File: src/core/dac_ctrl_pkg.sv
// shared constants and types for the quad dac serial control block
package dac_ctrl_pkg;
  localparam int NUM_CH = 4;
  localparam int RES_DEFAULT = 12;
  localparam int WORD_W = 24;
  localparam int CMD_MSB = 23;
  localparam int CMD_LSB = 20;
  localparam int CH_MSB = 19;
  localparam int CH_LSB = 16;
  localparam int DATA_MSB = 15;

  localparam logic [6:0] GLOBAL_ADDR = 7'h73;
  localparam logic [6:0] SLAVE_ADDR_DEFAULT = 7'h10;

  localparam logic [3:0] BITS_PER_BYTE = 4'h8;
  localparam logic [1:0] DATA_BYTES = 2'h3;
  localparam logic [1:0] LAST_BYTE = 2'h2;

  localparam logic [3:0] CMD_WRITE = 4'h0;
  localparam logic [3:0] CMD_UPDATE = 4'h1;
  localparam logic [3:0] CMD_WRITE_UPDATE_ALL = 4'h2;
  localparam logic [3:0] CMD_WRITE_UPDATE = 4'h3;
  localparam logic [3:0] CMD_POWER_DOWN_CH = 4'h4;
  localparam logic [3:0] CMD_POWER_DOWN_CHIP = 4'h5;
  localparam logic [3:0] CMD_SEL_INT_REF = 4'h6;
  localparam logic [3:0] CMD_SEL_EXT_REF = 4'h7;
  localparam logic [3:0] CMD_NOP = 4'hF;
  localparam logic [3:0] CH_ALL = 4'hF;

  localparam int POR_ZERO = 0;
  localparam int POR_MID_INT = 1;
  localparam int POR_MID_EXT = 2;
  localparam int POR_HIZ = 3;

  typedef enum logic [4:0] {
    RX_IDLE = 5'b00001,
    RX_ADDR = 5'b00010,
    RX_DATA = 5'b00100,
    RX_ACK = 5'b01000,
    RX_IGNORE = 5'b10000
  } rx_state_e;
endpackage

File: src/core/dac_channel.sv
// one dac channel: input register, dac register and power-down state
module dac_channel #(
  parameter int RES = 12,
  parameter logic [RES-1:0] POR_CODE = '0,
  parameter bit POR_PD = 1'b0
) (
  input wire logic clk,
  input wire logic rst,
  input wire logic wr_input,
  input wire logic update,
  input wire logic power_down,
  input wire logic power_up,
  input wire logic [RES-1:0] code_in,
  output logic [RES-1:0] input_q,
  output logic [RES-1:0] dac_q,
  output logic pd_q
);
  always_ff @(posedge clk) begin
    if (rst) begin
      input_q <= POR_CODE;
    end else if (wr_input) begin
      input_q <= code_in;
    end
  end

  // a write in the same cycle as an update goes straight through
  always_ff @(posedge clk) begin
    if (rst) begin
      dac_q <= POR_CODE;
    end else if (update) begin
      dac_q <= wr_input ? code_in : input_q;
    end
  end

  // power-up wins so a held-low update pin cannot be overridden
  always_ff @(posedge clk) begin
    if (rst) begin
      pd_q <= POR_PD;
    end else if (power_up) begin
      pd_q <= 1'b0;
    end else if (power_down) begin
      pd_q <= 1'b1;
    end
  end
endmodule

File: src/core/quad_dac_i2c_control.sv
// write-only two-wire slave controlling four dac channels
// Summary of operation
// - update pin falling after a full write copies all input registers to dac registers.
// - update pin low without a complete four-byte write leaves dac outputs alone.
// - update pin held low powers up every dac channel.
// - serial power-down commands are ignored while update pin is low.
// - serial data bits are taken on rising edges of the serial clock.
// - data line released while shifting; pulled low only during acknowledge clocks.
// - receive-only slave; read address bytes get no acknowledge.
// - data falling while clock high is start; receiver begins a new transaction.
// - zero-scale option resets input and dac registers to code zero.
// - mid-scale options load mid-scale; internal-reference variants start on internal reference.
// - external-reference mid-scale option starts on external reference at mid-scale.
// - high-impedance option starts internal reference, channels down, registers mid-scale.
// - dac code k gives output k over two to N of the reference span.
// - acknowledge own or global write address, then three bytes; execute after third.
// - data bytes beyond the third are not acknowledged.
// - first byte command then channel; next two bytes code msb-first, padding after.
// - command set and channel codes zero to three, all ones meaning all.
module quad_dac_i2c_control #(
  parameter int RES = dac_ctrl_pkg::RES_DEFAULT,
  parameter int POR_OPTION = dac_ctrl_pkg::POR_ZERO,
  parameter logic [6:0] SLAVE_ADDR = dac_ctrl_pkg::SLAVE_ADDR_DEFAULT
) (
  input wire logic ref_clk,
  input wire logic rst,
  input wire logic scl,
  input wire logic sda,
  input wire logic async_update_n,
  output logic sda_pull,
  output logic sda_oe_n,
  output logic [RES-1:0] code_a,
  output logic [RES-1:0] code_b,
  output logic [RES-1:0] code_c,
  output logic [RES-1:0] code_d,
  output logic [dac_ctrl_pkg::NUM_CH-1:0] chan_powered_down,
  output logic ext_ref_sel,
  output logic ref_powered_down,
  output logic transfer_complete
);
  localparam int NCH = dac_ctrl_pkg::NUM_CH;
  localparam logic [RES-1:0] MID_CODE = {1'b1, {(RES-1){1'b0}}};
  localparam logic [RES-1:0] POR_CODE = (POR_OPTION == dac_ctrl_pkg::POR_ZERO) ? '0 : MID_CODE;
  localparam bit POR_EXT = (POR_OPTION == dac_ctrl_pkg::POR_MID_EXT);
  localparam bit POR_PD = (POR_OPTION == dac_ctrl_pkg::POR_HIZ);

  if (!(RES == 8 || RES == 10 || RES == 12)) begin : g_bad_res
    $error("resolution must be 8, 10 or 12 bits");
  end
  if (POR_OPTION < dac_ctrl_pkg::POR_ZERO || POR_OPTION > dac_ctrl_pkg::POR_HIZ) begin : g_bad_por
    $error("unknown power-on option");
  end

  logic scl_s;
  logic sda_s;
  logic upd_n_s;
  logic scl_prev_q;
  logic sda_prev_q;
  logic upd_prev_q;

  dac_ctrl_pkg::rx_state_e state_q;
  dac_ctrl_pkg::rx_state_e state_d;
  logic [3:0] bit_cnt_q;
  logic [1:0] byte_cnt_q;
  logic [7:0] shift_q;
  logic [dac_ctrl_pkg::WORD_W-1:0] word_q;
  logic ack_go_q;
  logic exec_arm_q;
  logic exec_q;
  logic full_q;
  logic sda_oe_n_q;
  logic sda_pull_q;
  logic ext_ref_q;
  logic ref_pd_q;

  // pins are asynchronous to ref_clk
  sync_bit #(.RST_VAL(1'b1)) u_sync_scl (
    .clk(ref_clk),
    .rst(rst),
    .d(scl),
    .q(scl_s)
  );
  sync_bit #(.RST_VAL(1'b1)) u_sync_sda (
    .clk(ref_clk),
    .rst(rst),
    .d(sda),
    .q(sda_s)
  );
  sync_bit #(.RST_VAL(1'b1)) u_sync_upd (
    .clk(ref_clk),
    .rst(rst),
    .d(async_update_n),
    .q(upd_n_s)
  );

  always_ff @(posedge ref_clk) begin
    if (rst) begin
      scl_prev_q <= 1'b1;
      sda_prev_q <= 1'b1;
      upd_prev_q <= 1'b1;
    end else begin
      scl_prev_q <= scl_s;
      sda_prev_q <= sda_s;
      upd_prev_q <= upd_n_s;
    end
  end

  logic scl_rise;
  logic scl_fall;
  logic start_det;
  logic stop_det;
  logic upd_low;
  logic upd_fall;
  logic bits_done;
  logic addr_ok;
  logic data_room;

  assign scl_rise = scl_s & ~scl_prev_q;
  assign scl_fall = ~scl_s & scl_prev_q;
  assign start_det = scl_s & scl_prev_q & sda_prev_q & ~sda_s;
  assign stop_det = scl_s & scl_prev_q & ~sda_prev_q & sda_s;
  assign upd_low = ~upd_n_s;
  assign upd_fall = upd_prev_q & ~upd_n_s;
  assign bits_done = scl_fall && (bit_cnt_q == dac_ctrl_pkg::BITS_PER_BYTE);
  // read bit set or foreign address: no acknowledge
  assign addr_ok = ((shift_q[7:1] == SLAVE_ADDR) || (shift_q[7:1] == dac_ctrl_pkg::GLOBAL_ADDR))
                   && !shift_q[0];
  assign data_room = (byte_cnt_q < dac_ctrl_pkg::DATA_BYTES);

  always_comb begin
    state_d = state_q;
    if (stop_det) begin
      state_d = dac_ctrl_pkg::RX_IDLE;
    end else if (start_det) begin
      state_d = dac_ctrl_pkg::RX_ADDR;
    end else begin
      case (state_q)
        dac_ctrl_pkg::RX_ADDR: begin
          if (bits_done) begin
            state_d = dac_ctrl_pkg::RX_ACK;
          end
        end
        dac_ctrl_pkg::RX_DATA: begin
          if (bits_done) begin
            state_d = dac_ctrl_pkg::RX_ACK;
          end
        end
        dac_ctrl_pkg::RX_ACK: begin
          if (scl_fall) begin
            state_d = ack_go_q ? dac_ctrl_pkg::RX_DATA : dac_ctrl_pkg::RX_IGNORE;
          end
        end
        default: begin
          state_d = state_q;
        end
      endcase
    end
  end

  always_ff @(posedge ref_clk) begin
    if (rst) begin
      state_q <= dac_ctrl_pkg::RX_IDLE;
    end else begin
      state_q <= state_d;
    end
  end

  logic shifting;
  assign shifting = (state_q == dac_ctrl_pkg::RX_ADDR) || (state_q == dac_ctrl_pkg::RX_DATA);

  always_ff @(posedge ref_clk) begin
    if (rst) begin
      bit_cnt_q <= '0;
    end else if (start_det || stop_det) begin
      bit_cnt_q <= '0;
    end else if (state_q == dac_ctrl_pkg::RX_ACK && scl_fall) begin
      bit_cnt_q <= '0;
    end else if (shifting && scl_rise && bit_cnt_q != dac_ctrl_pkg::BITS_PER_BYTE) begin
      bit_cnt_q <= bit_cnt_q + 4'h1;
    end
  end

  always_ff @(posedge ref_clk) begin
    if (rst) begin
      shift_q <= '0;
    end else if (shifting && scl_rise) begin
      shift_q <= {shift_q[6:0], sda_s};
    end
  end

  // only the first three data bytes land in the command word
  always_ff @(posedge ref_clk) begin
    if (rst) begin
      word_q <= '0;
    end else if (state_q == dac_ctrl_pkg::RX_DATA && scl_rise && data_room) begin
      word_q <= {word_q[dac_ctrl_pkg::WORD_W-2:0], sda_s};
    end
  end

  always_ff @(posedge ref_clk) begin
    if (rst) begin
      byte_cnt_q <= '0;
    end else if (start_det) begin
      byte_cnt_q <= '0;
    end else if (state_q == dac_ctrl_pkg::RX_DATA && bits_done && data_room) begin
      byte_cnt_q <= byte_cnt_q + 2'h1;
    end
  end

  // after a nack of extra data the receiver keeps nacking until the next stop or start
  always_ff @(posedge ref_clk) begin
    if (rst) begin
      ack_go_q <= 1'b0;
    end else if (bits_done && state_q == dac_ctrl_pkg::RX_ADDR) begin
      ack_go_q <= addr_ok;
    end else if (bits_done && state_q == dac_ctrl_pkg::RX_DATA) begin
      ack_go_q <= 1'b1;
    end
  end

  always_ff @(posedge ref_clk) begin
    if (rst) begin
      exec_arm_q <= 1'b0;
    end else if (start_det || stop_det) begin
      exec_arm_q <= 1'b0;
    end else if (bits_done) begin
      exec_arm_q <= (state_q == dac_ctrl_pkg::RX_DATA) && (byte_cnt_q == dac_ctrl_pkg::LAST_BYTE);
    end
  end

  // the word runs at the fall of the ninth clock of the third byte
  always_ff @(posedge ref_clk) begin
    if (rst) begin
      exec_q <= 1'b0;
    end else begin
      exec_q <= (state_q == dac_ctrl_pkg::RX_ACK) && scl_fall && exec_arm_q && !stop_det;
    end
  end

  // pulled low only between the eighth and ninth falling clock edges
  always_ff @(posedge ref_clk) begin
    if (rst) begin
      sda_oe_n_q <= 1'b1;
    end else if (start_det || stop_det) begin
      sda_oe_n_q <= 1'b1;
    end else if (bits_done && state_q == dac_ctrl_pkg::RX_ADDR) begin
      sda_oe_n_q <= !addr_ok;
    end else if (bits_done && state_q == dac_ctrl_pkg::RX_DATA) begin
      sda_oe_n_q <= !data_room;
    end else if (state_q == dac_ctrl_pkg::RX_ACK && scl_fall) begin
      sda_oe_n_q <= 1'b1;
    end
  end

  // open drain: the driven value is always low
  always_ff @(posedge ref_clk) begin
    if (rst) begin
      sda_pull_q <= 1'b0;
    end else begin
      sda_pull_q <= 1'b0;
    end
  end

  logic [3:0] cmd;
  logic [3:0] chan;
  logic [RES-1:0] code_in;
  logic async_update_n_update;
  assign cmd = word_q[dac_ctrl_pkg::CMD_MSB:dac_ctrl_pkg::CMD_LSB];
  assign chan = word_q[dac_ctrl_pkg::CH_MSB:dac_ctrl_pkg::CH_LSB];
  assign code_in = word_q[dac_ctrl_pkg::DATA_MSB -: RES];
  // needs a finished write since the last pin-driven update
  assign async_update_n_update = upd_fall && full_q;

  // a new write in the same cycle as a pin update keeps the flag set
  always_ff @(posedge ref_clk) begin
    if (rst) begin
      full_q <= 1'b0;
    end else if (exec_q) begin
      full_q <= 1'b1;
    end else if (async_update_n_update) begin
      full_q <= 1'b0;
    end
  end

  always_ff @(posedge ref_clk) begin
    if (rst) begin
      ext_ref_q <= POR_EXT;
    end else if (exec_q && cmd == dac_ctrl_pkg::CMD_SEL_INT_REF) begin
      ext_ref_q <= 1'b0;
    end else if (exec_q && cmd == dac_ctrl_pkg::CMD_SEL_EXT_REF) begin
      ext_ref_q <= 1'b1;
    end
  end

  always_ff @(posedge ref_clk) begin
    if (rst) begin
      ref_pd_q <= POR_EXT;
    end else if (exec_q && cmd == dac_ctrl_pkg::CMD_SEL_INT_REF) begin
      ref_pd_q <= 1'b0;
    end else if (exec_q && cmd == dac_ctrl_pkg::CMD_SEL_EXT_REF) begin
      ref_pd_q <= 1'b1;
    end else if (exec_q && cmd == dac_ctrl_pkg::CMD_POWER_DOWN_CHIP && !upd_low) begin
      ref_pd_q <= 1'b1;
    end
  end

  logic [RES-1:0] dac_code [NCH];
  logic [NCH-1:0] pd_bits;

  for (genvar i = 0; i < NCH; i++) begin : g_ch
    logic sel;
    logic is_write;
    logic wr_input;
    logic update;
    logic power_down;
    logic power_up;
    // reserved channel codes select nothing
    assign sel = (chan == 4'(i)) || (chan == dac_ctrl_pkg::CH_ALL);
    assign is_write = (cmd == dac_ctrl_pkg::CMD_WRITE) || (cmd == dac_ctrl_pkg::CMD_WRITE_UPDATE_ALL)
                      || (cmd == dac_ctrl_pkg::CMD_WRITE_UPDATE);
    assign wr_input = exec_q && sel && is_write;
    assign update = (exec_q && sel && (cmd == dac_ctrl_pkg::CMD_UPDATE || cmd == dac_ctrl_pkg::CMD_WRITE_UPDATE))
                    || (exec_q && cmd == dac_ctrl_pkg::CMD_WRITE_UPDATE_ALL)
                    || async_update_n_update;
    assign power_up = update || upd_low;
    assign power_down = exec_q && !upd_low && ((sel && cmd == dac_ctrl_pkg::CMD_POWER_DOWN_CH)
                        || cmd == dac_ctrl_pkg::CMD_POWER_DOWN_CHIP);

    dac_channel #(
      .RES(RES),
      .POR_CODE(POR_CODE),
      .POR_PD(POR_PD)
    ) u_ch (
      .clk(ref_clk),
      .rst(rst),
      .wr_input(wr_input),
      .update(update),
      .power_down(power_down),
      .power_up(power_up),
      .code_in(code_in),
      .input_q(),
      .dac_q(dac_code[i]),
      .pd_q(pd_bits[i])
    );
  end

  // codes leave as k; the analog stage scales by the reference span over 2^RES
  assign code_a = dac_code[0];
  assign code_b = dac_code[1];
  assign code_c = dac_code[2];
  assign code_d = dac_code[3];
  assign chan_powered_down = pd_bits;
  assign ext_ref_sel = ext_ref_q;
  assign ref_powered_down = ref_pd_q;
  assign transfer_complete = full_q;
  assign sda_oe_n = sda_oe_n_q;
  assign sda_pull = sda_pull_q;
endmodule

File: src/core/sync_bit.sv
// two-flop synchroniser for one asynchronous level
module sync_bit #(
  parameter bit RST_VAL = 1'b1
) (
  input wire logic clk,
  input wire logic rst,
  input wire logic d,
  output logic q
);
  logic stage1_q;

  // stage1_q is read by the second flop only
  always_ff @(posedge clk) begin
    if (rst) begin
      stage1_q <= RST_VAL;
      q <= RST_VAL;
    end else begin
      stage1_q <= d;
      q <= stage1_q;
    end
  end
endmodule

File: config.mk
export PLATFORM = sky130hd
export DESIGN_NAME = quad_dac_i2c_control
export DESIGN_NICKNAME = d
export VERILOG_FILES = /design/src/core/dac_ctrl_pkg.sv /design/src/core/dac_channel.sv /design/src/core/quad_dac_i2c_control.sv /design/src/core/sync_bit.sv
export SDC_FILE = /design/constraint.sdc
export NUM_CORES = 1
export LEC_CHECK = 0
export ABC_AREA = 1
export BUFFER_PORTS_ARGS = -buffer_cell sky130_fd_sc_hd__clkbuf_2
export CORE_ASPECT_RATIO = 0.6
export CORE_MARGIN = 1.5
export CORE_UTILIZATION = 40
export CTS_CLUSTER_DIAMETER = 120
export DETAILED_ROUTE_END_ITERATION = 12
export PLACE_DENSITY_LB_ADDON = 0.05
export SYNTH_ARGS = -nofsm -noshare
export SYNTH_HDL_FRONTEND = slang
export SYNTH_SLANG_ARGS = --single-unit
File: constraint.sdc
create_clock -name ref_clk -period 3.08 [get_ports ref_clk]
set_input_delay 0.154 -clock ref_clk [delete_from_list [all_inputs] [get_ports ref_clk]]
set_output_delay 0.154 -clock ref_clk [all_outputs]
set_load 0.02 [all_outputs]
==> summary.md, run 1 <==
| Metric | Value |
|---|---|
| First-pass GRT wire length | roughly 28000 um |
| Tmin final | 2058 ps |
| Critical Path Source Type | register |
| Via density | just under 5 |
| Clk pin slew, worst setup/hold paths | 60 ps |
| Die extent in x | roughly 170 um |
| Detailed Place HPWL | 11900 um |
| Largest net degree at the start of global routing | 66 |
| RSZ-0062 raised after global routing | no |
| Mapped cell area | roughly 7000 um^2 |
| Fmax | 485.8 MHz |
| Post-placement cell count | around 1200 |
| CTS tree | built |
| Critical path fanouts, max | 58 |
| Synth warnings | 0 |
| Layout cell share with drive strength beyond 1 | 13.79% |
| Die ar. | approximately 18000 um^2 |
| CP Class | reg -> reg |
| Area Growth Syn to Fin | 14.56% |
| Critical R2R Launch | exec_q |
| Seq/Total Area, Yosys | about 46% |
| Critical path endpoint category | register |
| Num CTS Buffers | 17 |
| Maximum VDD drop | 0.3549 mV |
| Row count | 36 |
| Setup crit start | exec_q |
| Vias in the first global route | approximately 5200 |
| Clk root buf | clkbuf_16 |
| Net count, final | roughly 1000 |
| Min-delay src | rst |
| Cell chain of the critical path | buf_4 -> nand2_1 -> nor3_2 -> nand2_1 -> nand3b_1 -> nor3b_1 |
| Bufs on Longest Clock Path | 2 |
| WP data arrival | 2370 ps |
| Pre-Repair DR Iteration Count | 5 |
| Final hold violations | 0 |
| PostCTS Resize Cnt | 0 |
| Status | complete, no violations |
| Max Cap Viol | 0 |
| Final cycle utilization of the critical path | around two thirds |
| Final std cells w/o fill | around 1200 |
| Wire per inst | between 10 and 15 um |
| Die Y | 104.4 um |
| Clock Sinks | 159 |
| H-tree lvl count | 4 |
| Setup tns final | 0 ps |
| CP most frequent cell | nand2_1 |
| Vias | ~5900 |
| Slew margin rel. | approximately half |
| Max-slew violations | 0 |
| Pleak | 3.787 nW |
| CP Data Required Time | roughly 3400 ps |
| Synth unique cells | 33 |
| Clock Skews | roughly 14 ps |
| Final setup viols | 0 |
| Post-Place Setup Slack | between 1000 and 1500 ps |
| Worst stage delay on the critical path | approximately 450 ps |
| Syn Area/Cell | about 7.2 um^2 |
| PD cells | between 500 and 600 nW/um^2 |
| Clock Latency Late Sink | ~420 ps |
| Syn nets | roughly 960 |
| Post-DRT Antenna Nets | 0 |
| Post-Synthesis Cells | between 900 and 1000 |
| DRT Wirelength | 17610 um |
| GRT Util Overall | between 20% and 30% |
| DR iter-0 viols | 447 |
| HP Class | in -> reg |
| GR Overflow Total | 0 |
| DRC violations left | 0 |
| Diodes inserted | 0 |
| Final worst slack | 1022 ps |
| Slew @ Worst Pin | between 700 and 800 ps |
| Yosys reg bits | ~160 |
| GPL Wtd Cong | roughly 0.76 |
| Initial core utilization | approximately two fifths |
| Top Ports | slightly above 60 |
| Core Box Area | 16490 um^2 |
| Antenna violations before repair | 0 |
| Slowest cell on crit path | buf_4 |
| Port Buffers | 60 |
==> critical path: cells and delay by family (launching register included) <==
kind          cells  cell delay, ps
buf+inv           1             450
flops             1             330
simple gates      5            1180
==> synthesized netlist by cell type <==
| master | instances | area (um^2) |
|---|---|---|
| nand2_1 | 205 | 769.5 |
| inv_2 | 3 | 11.26 |
| or2_2 | 8 | 50.05 |
| dfxtp_1 | 159 | 3183 |
| o31ai_1 | 1 | 7.510 |
| clkbuf_1 | 23 | 86.33 |
| a21boi_0 | 1 | 7.510 |
| buf_4 | 8 | 60.06 |
| buf_6 | 5 | 56.30 |
| nor2_2 | 6 | 37.54 |
| buf_2 | 25 | 125.1 |
| nor2_4 | 2 | 22.52 |
| nor3_2 | 1 | 10.01 |
| nor3_1 | 2 | 10.01 |
| nor2_1 | 162 | 608.1 |
| inv_1 | 83 | 311.6 |
| ha_1 | 4 | 50.05 |
| nand3_1 | 20 | 100.1 |
| nand4_1 | 102 | 638.1 |
| or3_1 | 1 | 6.260 |
| nand4_2 | 1 | 12.51 |
| nand3_2 | 5 | 50.05 |
| xor2_1 | 1 | 8.760 |
| o21ai_0 | 27 | 135.1 |
| conb_1 | 1 | 3.750 |
| a21oi_1 | 67 | 335.3 |
| nor3b_1 | 3 | 22.52 |
| a211oi_1 | 5 | 37.54 |
| buf_1 | 1 | 3.750 |
| clkinv_1 | 2 | 7.510 |
| nand3b_1 | 4 | 30.03 |
| nor3_4 | 1 | 16.27 |
| nand2_2 | 7 | 43.79 |
==> routing by layer <==
| metal | part of all wire [%] | track usage (%) |
|---|---|---|
| met1 | 57 | 32.58 |
| met2 | 38 | 27.22 |
| met3 | 4.3 | 3.957 |
| met4 | 0.82 | 5.466 |
| met5 | 0 | 0 |
==> worst paths after layout <==
check,slack (ps),to,depth (start not counted)
max,1020,g_ch[0].u_ch.pd_q,6
min,250,ack_go_q,4
max reg2reg,1020,g_ch[0].u_ch.pd_q,6
min reg2reg,410,u_sync_sda.q,1
==> power by group <==
part	switching, W	internal (W)
Clock	0.000869	0.00144
Combinational	0.0000492	0.0000153
Sequential	0.00000447	0.00206
Total	0.000922	0.00351
==> registers in the layout (all words and copies together) (netlist names), 2 cells and up <==
name and count:
g_ch.u_ch.dac_q 48, g_ch.u_ch.input_q 48, word_q 24, shift_q 8
state_q 5, bit_cnt_q 4, g_ch.u_ch.pd_q 4, byte_cnt_q 2
==> stage by stage <==
step,total power [W],hold WS (ps),utilization (%),cell area (um^2)
after floorplan,0.002153,257.8,-,6858
after global placement,0.002175,343.5,43.63,7193
after detailed placement,0.002175,346.2,43.63,7193
after CTS,0.004486,238.7,47.65,7856
after global routing,0.004573,255.7,47.65,7856
final,0.004435,245.1,47.65,7856
==> area by class of cell <==
class,count,area (um^2)
Fill cell,1695,8630
Multi-Input combinational cell,637,3018
Clock inverter,12,207.7
Clock buffer,17,425.4
Tap cell,228,285.3
Timing Repair Buffer,73,405.4
Sequential cell,159,3184
Inverter,88,330.3
==> kinds of logic after synthesis <==
family | Yosys count | synth area share (%)
compound gates | 101 | 7.626
fa+ha+maj | 4 | 0.7298
flops | 159 | 46.41
simple gates | 530 | 35.40
other cells | 1 | 0.05468
buf+inv | 150 | 9.651
xor+xnor | 1 | 0.1277
==> placed cells by master (no fill, tap or decap), types with 4 or more instances in the layout <==
cell / n
nand2_2: 7
clkbuf_16: 17
inv_1: 83
inv_2: 4
nand4_1: 102
ha_1: 4
nand3_2: 6
bufinv_16: 5
clkbuf_2: 60
o21ai_0: 27
buf_4: 10
nand3_1: 19
nor2_2: 6
dfxtp_1: 158
nand3b_1: 4
or2_2: 8
a211oi_1: 5
a21oi_1: 67
nor2_1: 162
nand2_1: 205
inv_6: 4
==> repair_timing <==
action / CTS / global route
hold buffers: 3 / 0
hold endpoints to repair: 3 / 0
setup buffers: 0 / 0
Power figures use the tool's default switching activity.
==> inputs of run 2 (changes only) <==
Settings changed: ABC_AREA 1 to 0.
Clock period 3.08 ns to 2.13 ns, I/O delays scaled along.
==> summary.md, run 2 <==
| Metric | Value |
|---|---|
| CP Data Required Time | 2410 ps (-990 ps) |
| GRT Util Overall | 19.13% (-1.3 points) |
| Vias in the first global route | 4373 (-16%) |
| Most frequent cell after synthesis | dfxtp_1 |
| Logic pwr share | 1.7% (+0.2 points) |
| Syn nets | 638 (-33%) |
| Most frequent cells in the layout | dfxtp_1, nor2_1, mux2i_1, clkbuf_2, nand2_1 |
| Pre-Repair DR Iteration Count | 5 (unchanged) |
| PD cells | 834.6 nW/um^2 (+48%) |
| Die Y | 100.5 um (-3.7%) |
| Clk pin slew, worst setup/hold paths | 60 ps (about the same) |
| Top flop regs | g_ch.u_ch.dac_q: 48 flops, g_ch.u_ch.input_q: 48 flops, word_q: 24 flops |
| Hold path cells | 2 (-2) |
| Detailed Place HPWL | 10090 um (-15%) |
| Slew margin rel. | 59.94% (+8.4 points) |
| Clock Latency Late Sink | 410 ps (about the same) |
| Final std cells w/o fill | 897 (-26%) |
| First-pass GRT wire length | 24160 um (-15%) |
| Sw power | 0.001344 W (+46%) |
| Reg2Reg Depth | 4 (-2) |
| Post-DRT Antenna Nets | 0 (unchanged) |
| Fmax | 519.8 MHz (+7.0%) |
| DR iter-0 viols | 295 (-34%) |
| Met1 usage | 29.40% (-3.2 points) |
| HP Class | in -> reg |
| Yosys reg bits | 159 (unchanged) |
| Final cycle utilization of the critical path | 90.32% (+23 points) |
| Post-placement cell count | 862 (-27%) |
| RSZ-0062 raised after global routing | no |
| Maximum VDD drop | 0.4076 mV (+15%) |
| Grt met2 use | 26.83% (-0.39 points) |
| Sequential group share of total power | 48.9% (+2.3 points) |
| Final hold violations | 0 (unchanged) |
| Initial core utilization | 41.13% (-0.47 points) |
| Wire per inst | 16.88 um (+16%) |
| Pleak | 3.225 nW (-15%) |
| CTS tree | built |
| GPL Wtd Cong | 0.7603 (+0.14%) |
| Die ar. | 16640 um^2 (-7.4%) |
| Top cells by count, synth | dfxtp_1, nor2_1, mux2i_1, nand2_1, a21oi_1 |
| Setup tns final | 0 ps (unchanged) |
| Async set or reset register ratio after synthesis | 0% (unchanged) |
| Seq/Total Area, Yosys | 50.21% (+3.8 points) |
| Sw frac | 22.00% (+1.2 points) |
| Post-Place Setup Slack | 106.6 ps (-930.3 ps) |
| Die extent in x | 165.5 um (-3.8%) |
| Top-area cell type share of the netlist area | 50.21% (+3.8 points) |
| Final setup viols | 0 (unchanged) |
| Row count | 35 (-2.8%) |
| Vias | 4643 (-22%) |
| Critical Path Source Type | register |
| Syn Area/Cell | 10.08 um^2 (+39%) |
| Most common cell after layout, fill and taps aside | dfxtp_1 |
| Bufs on Longest Clock Path | 2 (unchanged) |
| Pwr Total | 0.006110 W (+38%) |
| Clock Sinks | 159 (unchanged) |
| Mapped cell area | 6340 um^2 (-7.6%) |
| Diodes inserted | 0 (unchanged) |
| H-tree lvl count | 4 (unchanged) |
| Fill cells | 1481 (-13%) |
| Tmin final | 1924 ps (-134.7 ps) |
| Number of synthesized flops with an enable pin | 0 (unchanged) |
| Critical path endpoint category | register |
| WP data arrival | 2210 ps (-160 ps) |
| Synth unique cells | 58 (+76%) |
| Core Box Area | 15410 um^2 (-6.5%) |
| Via density | 5.176 (+6.1%) |
| Slew @ Worst Pin | 592.5 ps (-134.4 ps) |
| Area Growth Syn to Fin | 15.47% |
| CP Class | reg -> reg |
| Max-slew violations | 0 (unchanged) |
| Max Cap Viol | 0 (unchanged) |
| Net count, final | 690 (-30%) |
| Antenna violations before repair | 0 (unchanged) |
| Synth warnings | 0 (unchanged) |
| Post-Synthesis Cells | 629 (-34%) |
| Prevailing post-synth register cell | dfxtp_1 |
| Final worst slack | 206.2 ps (-815.3 ps) |
| Critical path fanouts, max | 12 (-79%) |
| DRT Wirelength | 15140 um (-14%) |
| Gr busiest metal | met1 |
| Layout cell share with drive strength beyond 1 | 25.07% (+11 points) |
| Top Ports | 62 (unchanged) |
| Port Buffers | 60 (unchanged) |
| Num CTS Buffers | 17 (unchanged) |
| Post-CTS setup buffer count | 0 (unchanged) |
| Largest net degree at the start of global routing | 42 (-36%) |
| Internal Pwr Total | 0.004766 W (+36%) |
| GR Overflow Total | 0 (unchanged) |
| Synth area leader | dfxtp_1 |
| Clk root buf | clkbuf_16 |
| Status | complete, no violations |
| Synth top area cells | dfxtp_1, mux2i_1, o31ai_1 |
| GRT met3 Usage | 4.072% (+0.12 points) |
| Clock power frac | 49.4% (-2.6 points) |
| Clock Skews | 11.93 ps (-2.211 ps) |
| DRC violations left | 0 (unchanged) |
-- run 2: changes by cell type in the layout (fill, tap and decap cells not counted), sizes merged, moves of 5 or more --
cell,delta
nand2,-158
nor2,-98
nand4,-96
inv,-81
mux2i,+60
o31ai,+47
o21ai,-20
a21oi,+16
nand3,-15
buf,+9
nor2b,+8
or2,+6
a211oi,-5
-- run 2: critical path: stages, from the launching register on --
cell and delay (ps):
dfxtp_1 540, nor4b_1 550, o211ai_4 310, mux2i_1 310
a21oi_2 90
-- run 2: per-layer routing --
metal | vias up | share of wire, %
li1 | 2322 | -
met1 | 2220 | 53
met2 | 97 | 41
met3 | 4 | 6.0
met4 | 0 | 0.35
met5 | - | 0
-- run 2: timing repair --
item                                    CTS  global route
hold buffers                              3             0
resized for setup                         0             2
endpoints found under the setup margin    0             8
endpoints found under the hold margin     3             0
-- run 2: cell families after synthesis --
group | Yosys count | share of synthesized area (%)
buf+inv | 53 | 5.703
other cells | 1 | 0.05915
fa+ha+maj | 4 | 0.7895
flops | 159 | 50.21
compound gates | 149 | 16.87
simple gates | 197 | 16.07
mux | 60 | 9.473
xor+xnor | 6 | 0.8289
-- run 2: stage by stage --
stage	cell area [um^2]	util [%]	hold WS, ps
final	7321	47.49	31.17
after global routing	7321	47.49	9.022
after CTS	7303	47.38	12.04
after detailed placement	6686	43.38	302.5
after global placement	6686	43.38	293.4
after floorplan	6340	-	210.3
-- run 2: layout make-up --
cell class	instances	area [um^2]	area share, %
Sequential cell	159	3183	43.48
Timing Repair Buffer	81	465.4	6.358
Clock buffer	18	429.2	5.862
Tap cell	203	254.0	3.469
Multi-Input combinational cell	417	2813	38.42
Clock inverter	14	157.7	2.153
Inverter	5	18.77	0.2564
-- run 2: worst paths after layout --
check        slack (ps)                 from                      end
min reg2reg         410  u_sync_upd.stage1_q             u_sync_upd.q
max reg2reg         210           word_q[16]    g_ch[1].u_ch.dac_q[3]
max                 210           word_q[16]    g_ch[1].u_ch.dac_q[3]
min                  30                  rst  g_ch[3].u_ch.input_q[9]
-- run 2: power groups by stage --
stage          clock, W  sequential (W)  combinational, W
3_5_place_dp          0         0.00306         0.0000996
2_1_floorplan         0         0.00305         0.0000697
5_1_grt         0.00323         0.00299          0.000113
4_1_cts         0.00310         0.00299          0.000104
6_report        0.00302         0.00299          0.000103
3_3_place_gp          0         0.00306         0.0000982
==> inputs of run 3 (changes only) <==
Settings changed: CELL_PAD_IN_SITES_DETAIL_PLACEMENT from default to 1, CELL_PAD_IN_SITES_GLOBAL_PLACEMENT from default to 1, CORE_UTILIZATION 40 to 23, SETUP_SLACK_MARGIN from default to 0.4.
==> summary.md, run 3 (synthesis gave the netlist of run 2 again) <==
| Metric | Value |
|---|---|
| WP buf/inv | 1 (+1) |
| CTS tree | built |
| Max Cap Viol | 0 (unchanged) |
| Fill cells | 3035 (+100%) |
| Status | complete, no violations |
| Die Y | 131.6 um (+31%) |
| Initial core utilization | 23.69% (-17 points) |
| Port Buffers | 60 (unchanged) |
| PD cells | 811.9 nW/um^2 (-2.7%) |
| Net count, final | 706 (+2.3%) |
| CP Data Required Time | 2450 ps (+40 ps) |
| Core Box Area | 26760 um^2 (+74%) |
| Critical path fanouts, max | 10 (-2) |
| Critical Path Source Type | register |
| Die extent in x | 217.3 um (+31%) |
| RSZ-0062 raised after global routing | yes |
| Slew margin rel. | 59.42% (-0.53 points) |
| Diodes inserted | 0 (unchanged) |
| Layout cell share with drive strength beyond 1 | 31.41% (+6.3 points) |
| Reg2Reg Depth | 5 (+1) |
| Most common cell after layout, fill and taps aside | dfxtp_1 |
| Pre-Repair DR Iteration Count | 4 (-1) |
| Vias in the first global route | 4827 (+10%) |
| Clk root buf | clkbuf_16 |
| Hold path cells | 3 (+1) |
| Via density | 4.501 (-13%) |
| Multi-input gate area | 2959 um^2 (+5.2%) |
| Slowest cell on crit path | or4_4 |
| First-pass GRT wire length | 29850 um (+24%) |
| GRT Util Overall | 13.93% (-5.2 points) |
| Setup tns final | 0 ps (unchanged) |
| DR iter-0 viols | 221 (-25%) |
| WP data arrival | 2000 ps (-210 ps) |
| Top flop regs | g_ch.u_ch.dac_q: 48 flops, g_ch.u_ch.input_q: 48 flops, word_q: 24 flops |
| Kind of cell adding the most delay to the critical path | simple AND/OR/NAND/NOR gates |
| Tmin final | 1681 ps (-242.5 ps) |
| Clock Skews | 8.000 ps (-3.931 ps) |
| Wire per inst | 18.37 um (+8.8%) |
| Num CTS Buffers | 17 (unchanged) |
| Max-slew violations | 0 (unchanged) |
| Most frequent cells in the layout | dfxtp_1, nor2_1, clkbuf_2, nand2_1, a21oi_1 |
| Clock Sinks | 159 (unchanged) |
| Fmax | 594.8 MHz (+14%) |
| DRC violations left | 0 (unchanged) |
| Maximum VDD drop | 0.3996 mV (-2.0%) |
| Vias | 4816 (+3.7%) |
| GPL Wtd Cong | 0.7488 (-1.5%) |
| Critical Path Stages | 5 (+1) |
| Storage cell area | 3206 um^2 (+0.71%) |
| Top Ports | 62 (unchanged) |
| Row count | 46 (+31%) |
| Slew @ Worst Pin | 608.7 ps (+16.26 ps) |
| Area Growth Syn to Fin | 25.08% |
| Die ar. | 28600 um^2 (+72%) |
| Cell chain of the critical path | or4_4 -> a21oi_4 -> buf_12 -> or2_4 -> a21oi_1 |
| Final hold violations | 0 (unchanged) |
| Final setup viols | 0 (unchanged) |
| CP Class | reg -> reg |
| Clock Latency Late Sink | 430 ps (+20 ps) |
| Post-DRT Antenna Nets | 0 (unchanged) |
| Detailed Place HPWL | 13100 um (+30%) |
| Largest net degree at the start of global routing | 72 (+71%) |
| Clk pin slew, worst setup/hold paths | 60 ps (about the same) |
| Antenna violations before repair | 0 (unchanged) |
| Final cycle utilization of the critical path | 78.93% (-11 points) |
| H-tree lvl count | 4 (unchanged) |
| Hold WS | 404.1 ps (+372.9 ps) |
| GR Overflow Total | 0 (unchanged) |
| Pleak | 3.280 nW (+1.7%) |
| Bufs on Longest Clock Path | 2 (unchanged) |
| Worst stage delay on the critical path | 560 ps (about the same) |
| Critical path endpoint category | register |
| DRT Wirelength | 19660 um (+30%) |
| HP Class | in -> reg |
==> run 3: changes by cell type in the layout (fill, tap and decap cells not counted), moves of 5 or more <==
cell,delta
mux2i_1,-16
mux2i_2,+13
dfxtp_1,-10
dfxtp_2,+6
buf_6,+5
inv_6,-5
==> run 3: layout make-up <==
cell class | instances | area share [%]
clock inverter | 10 | 2.004
clock buffer | 22 | 5.980
multi-input combinational | 420 | 37.31
tap | 360 | 5.680
timing repair buffer | 94 | 8.315
inverter | 5 | 0.2840
sequential | 159 | 40.42
==> run 3: power breakdown <==
| group | switching (W) | total [W] | internal (W) |
|---|---|---|---|
| logic | 0.0000783 | 0.000113 | 0.0000349 |
| clock network | 0.00129 | 0.00334 | 0.00205 |
| registers | 0.0000104 | 0.00299 | 0.00298 |
| total | 0.00137 | 0.00644 | 0.00506 |
==> run 3: metrics by stage <==
| stage | setup slack [ps] | total power (W) | cells | cell area, um^2 | utilization (%) |
|---|---|---|---|---|---|
| floorplan | 498.8 | 0.003124 | 629 | 6340 | - |
| global placement | 254.6 | 0.003164 | 1020 | 6915 | 25.84 |
| detailed placement | 212.5 | 0.003166 | 1020 | 6915 | 25.84 |
| CTS | 397.9 | 0.006528 | 1063 | 7710 | 28.81 |
| global route | 374.2 | 0.006664 | 1070 | 7930 | 29.63 |
| finish | 448.7 | 0.006439 | 1070 | 7930 | 29.63 |
==> run 3: what timing repair did <==
| action | 4_1_cts | 5_1_grt |
|---|---|---|
| setup buffers | 5 | 5 |
| pin swaps | 5 | 4 |
| cloned | 2 | 2 |
| setup endpoints to repair | 100 | 132 |
| gates resized for setup | 18 | 36 |
| hold buffers | 4 | 0 |
| hold endpoints to repair | 4 | 0 |
==> run 3: layer usage <==
metal  up-vias  GRT usage, %  share of wire [%]
met5         -             0                  0
met4         0         5.170                1.4
met3        18         3.102                3.3
met2        74         18.21                 39
met1      2362         21.51                 56
li1       2362             -                  -
==> run 3: worst paths after layout <==
kind                                           from                     end  slack, ps
worst max-delay path                     word_q[16]  g_ch[0].u_ch.dac_q[10]        450
worst min-delay path                            sda     u_sync_sda.stage1_q        400
worst max register to register           word_q[16]  g_ch[0].u_ch.dac_q[10]        450
worst min register to register  u_sync_sda.stage1_q            u_sync_sda.q        410
==> run 3: worst reg2reg max path: stages (launching register included) <==
cell	delay, ps
dfxtp_4	380
or4_4	570
a21oi_4	180
buf_12	140
or2_4	200
a21oi_1	90
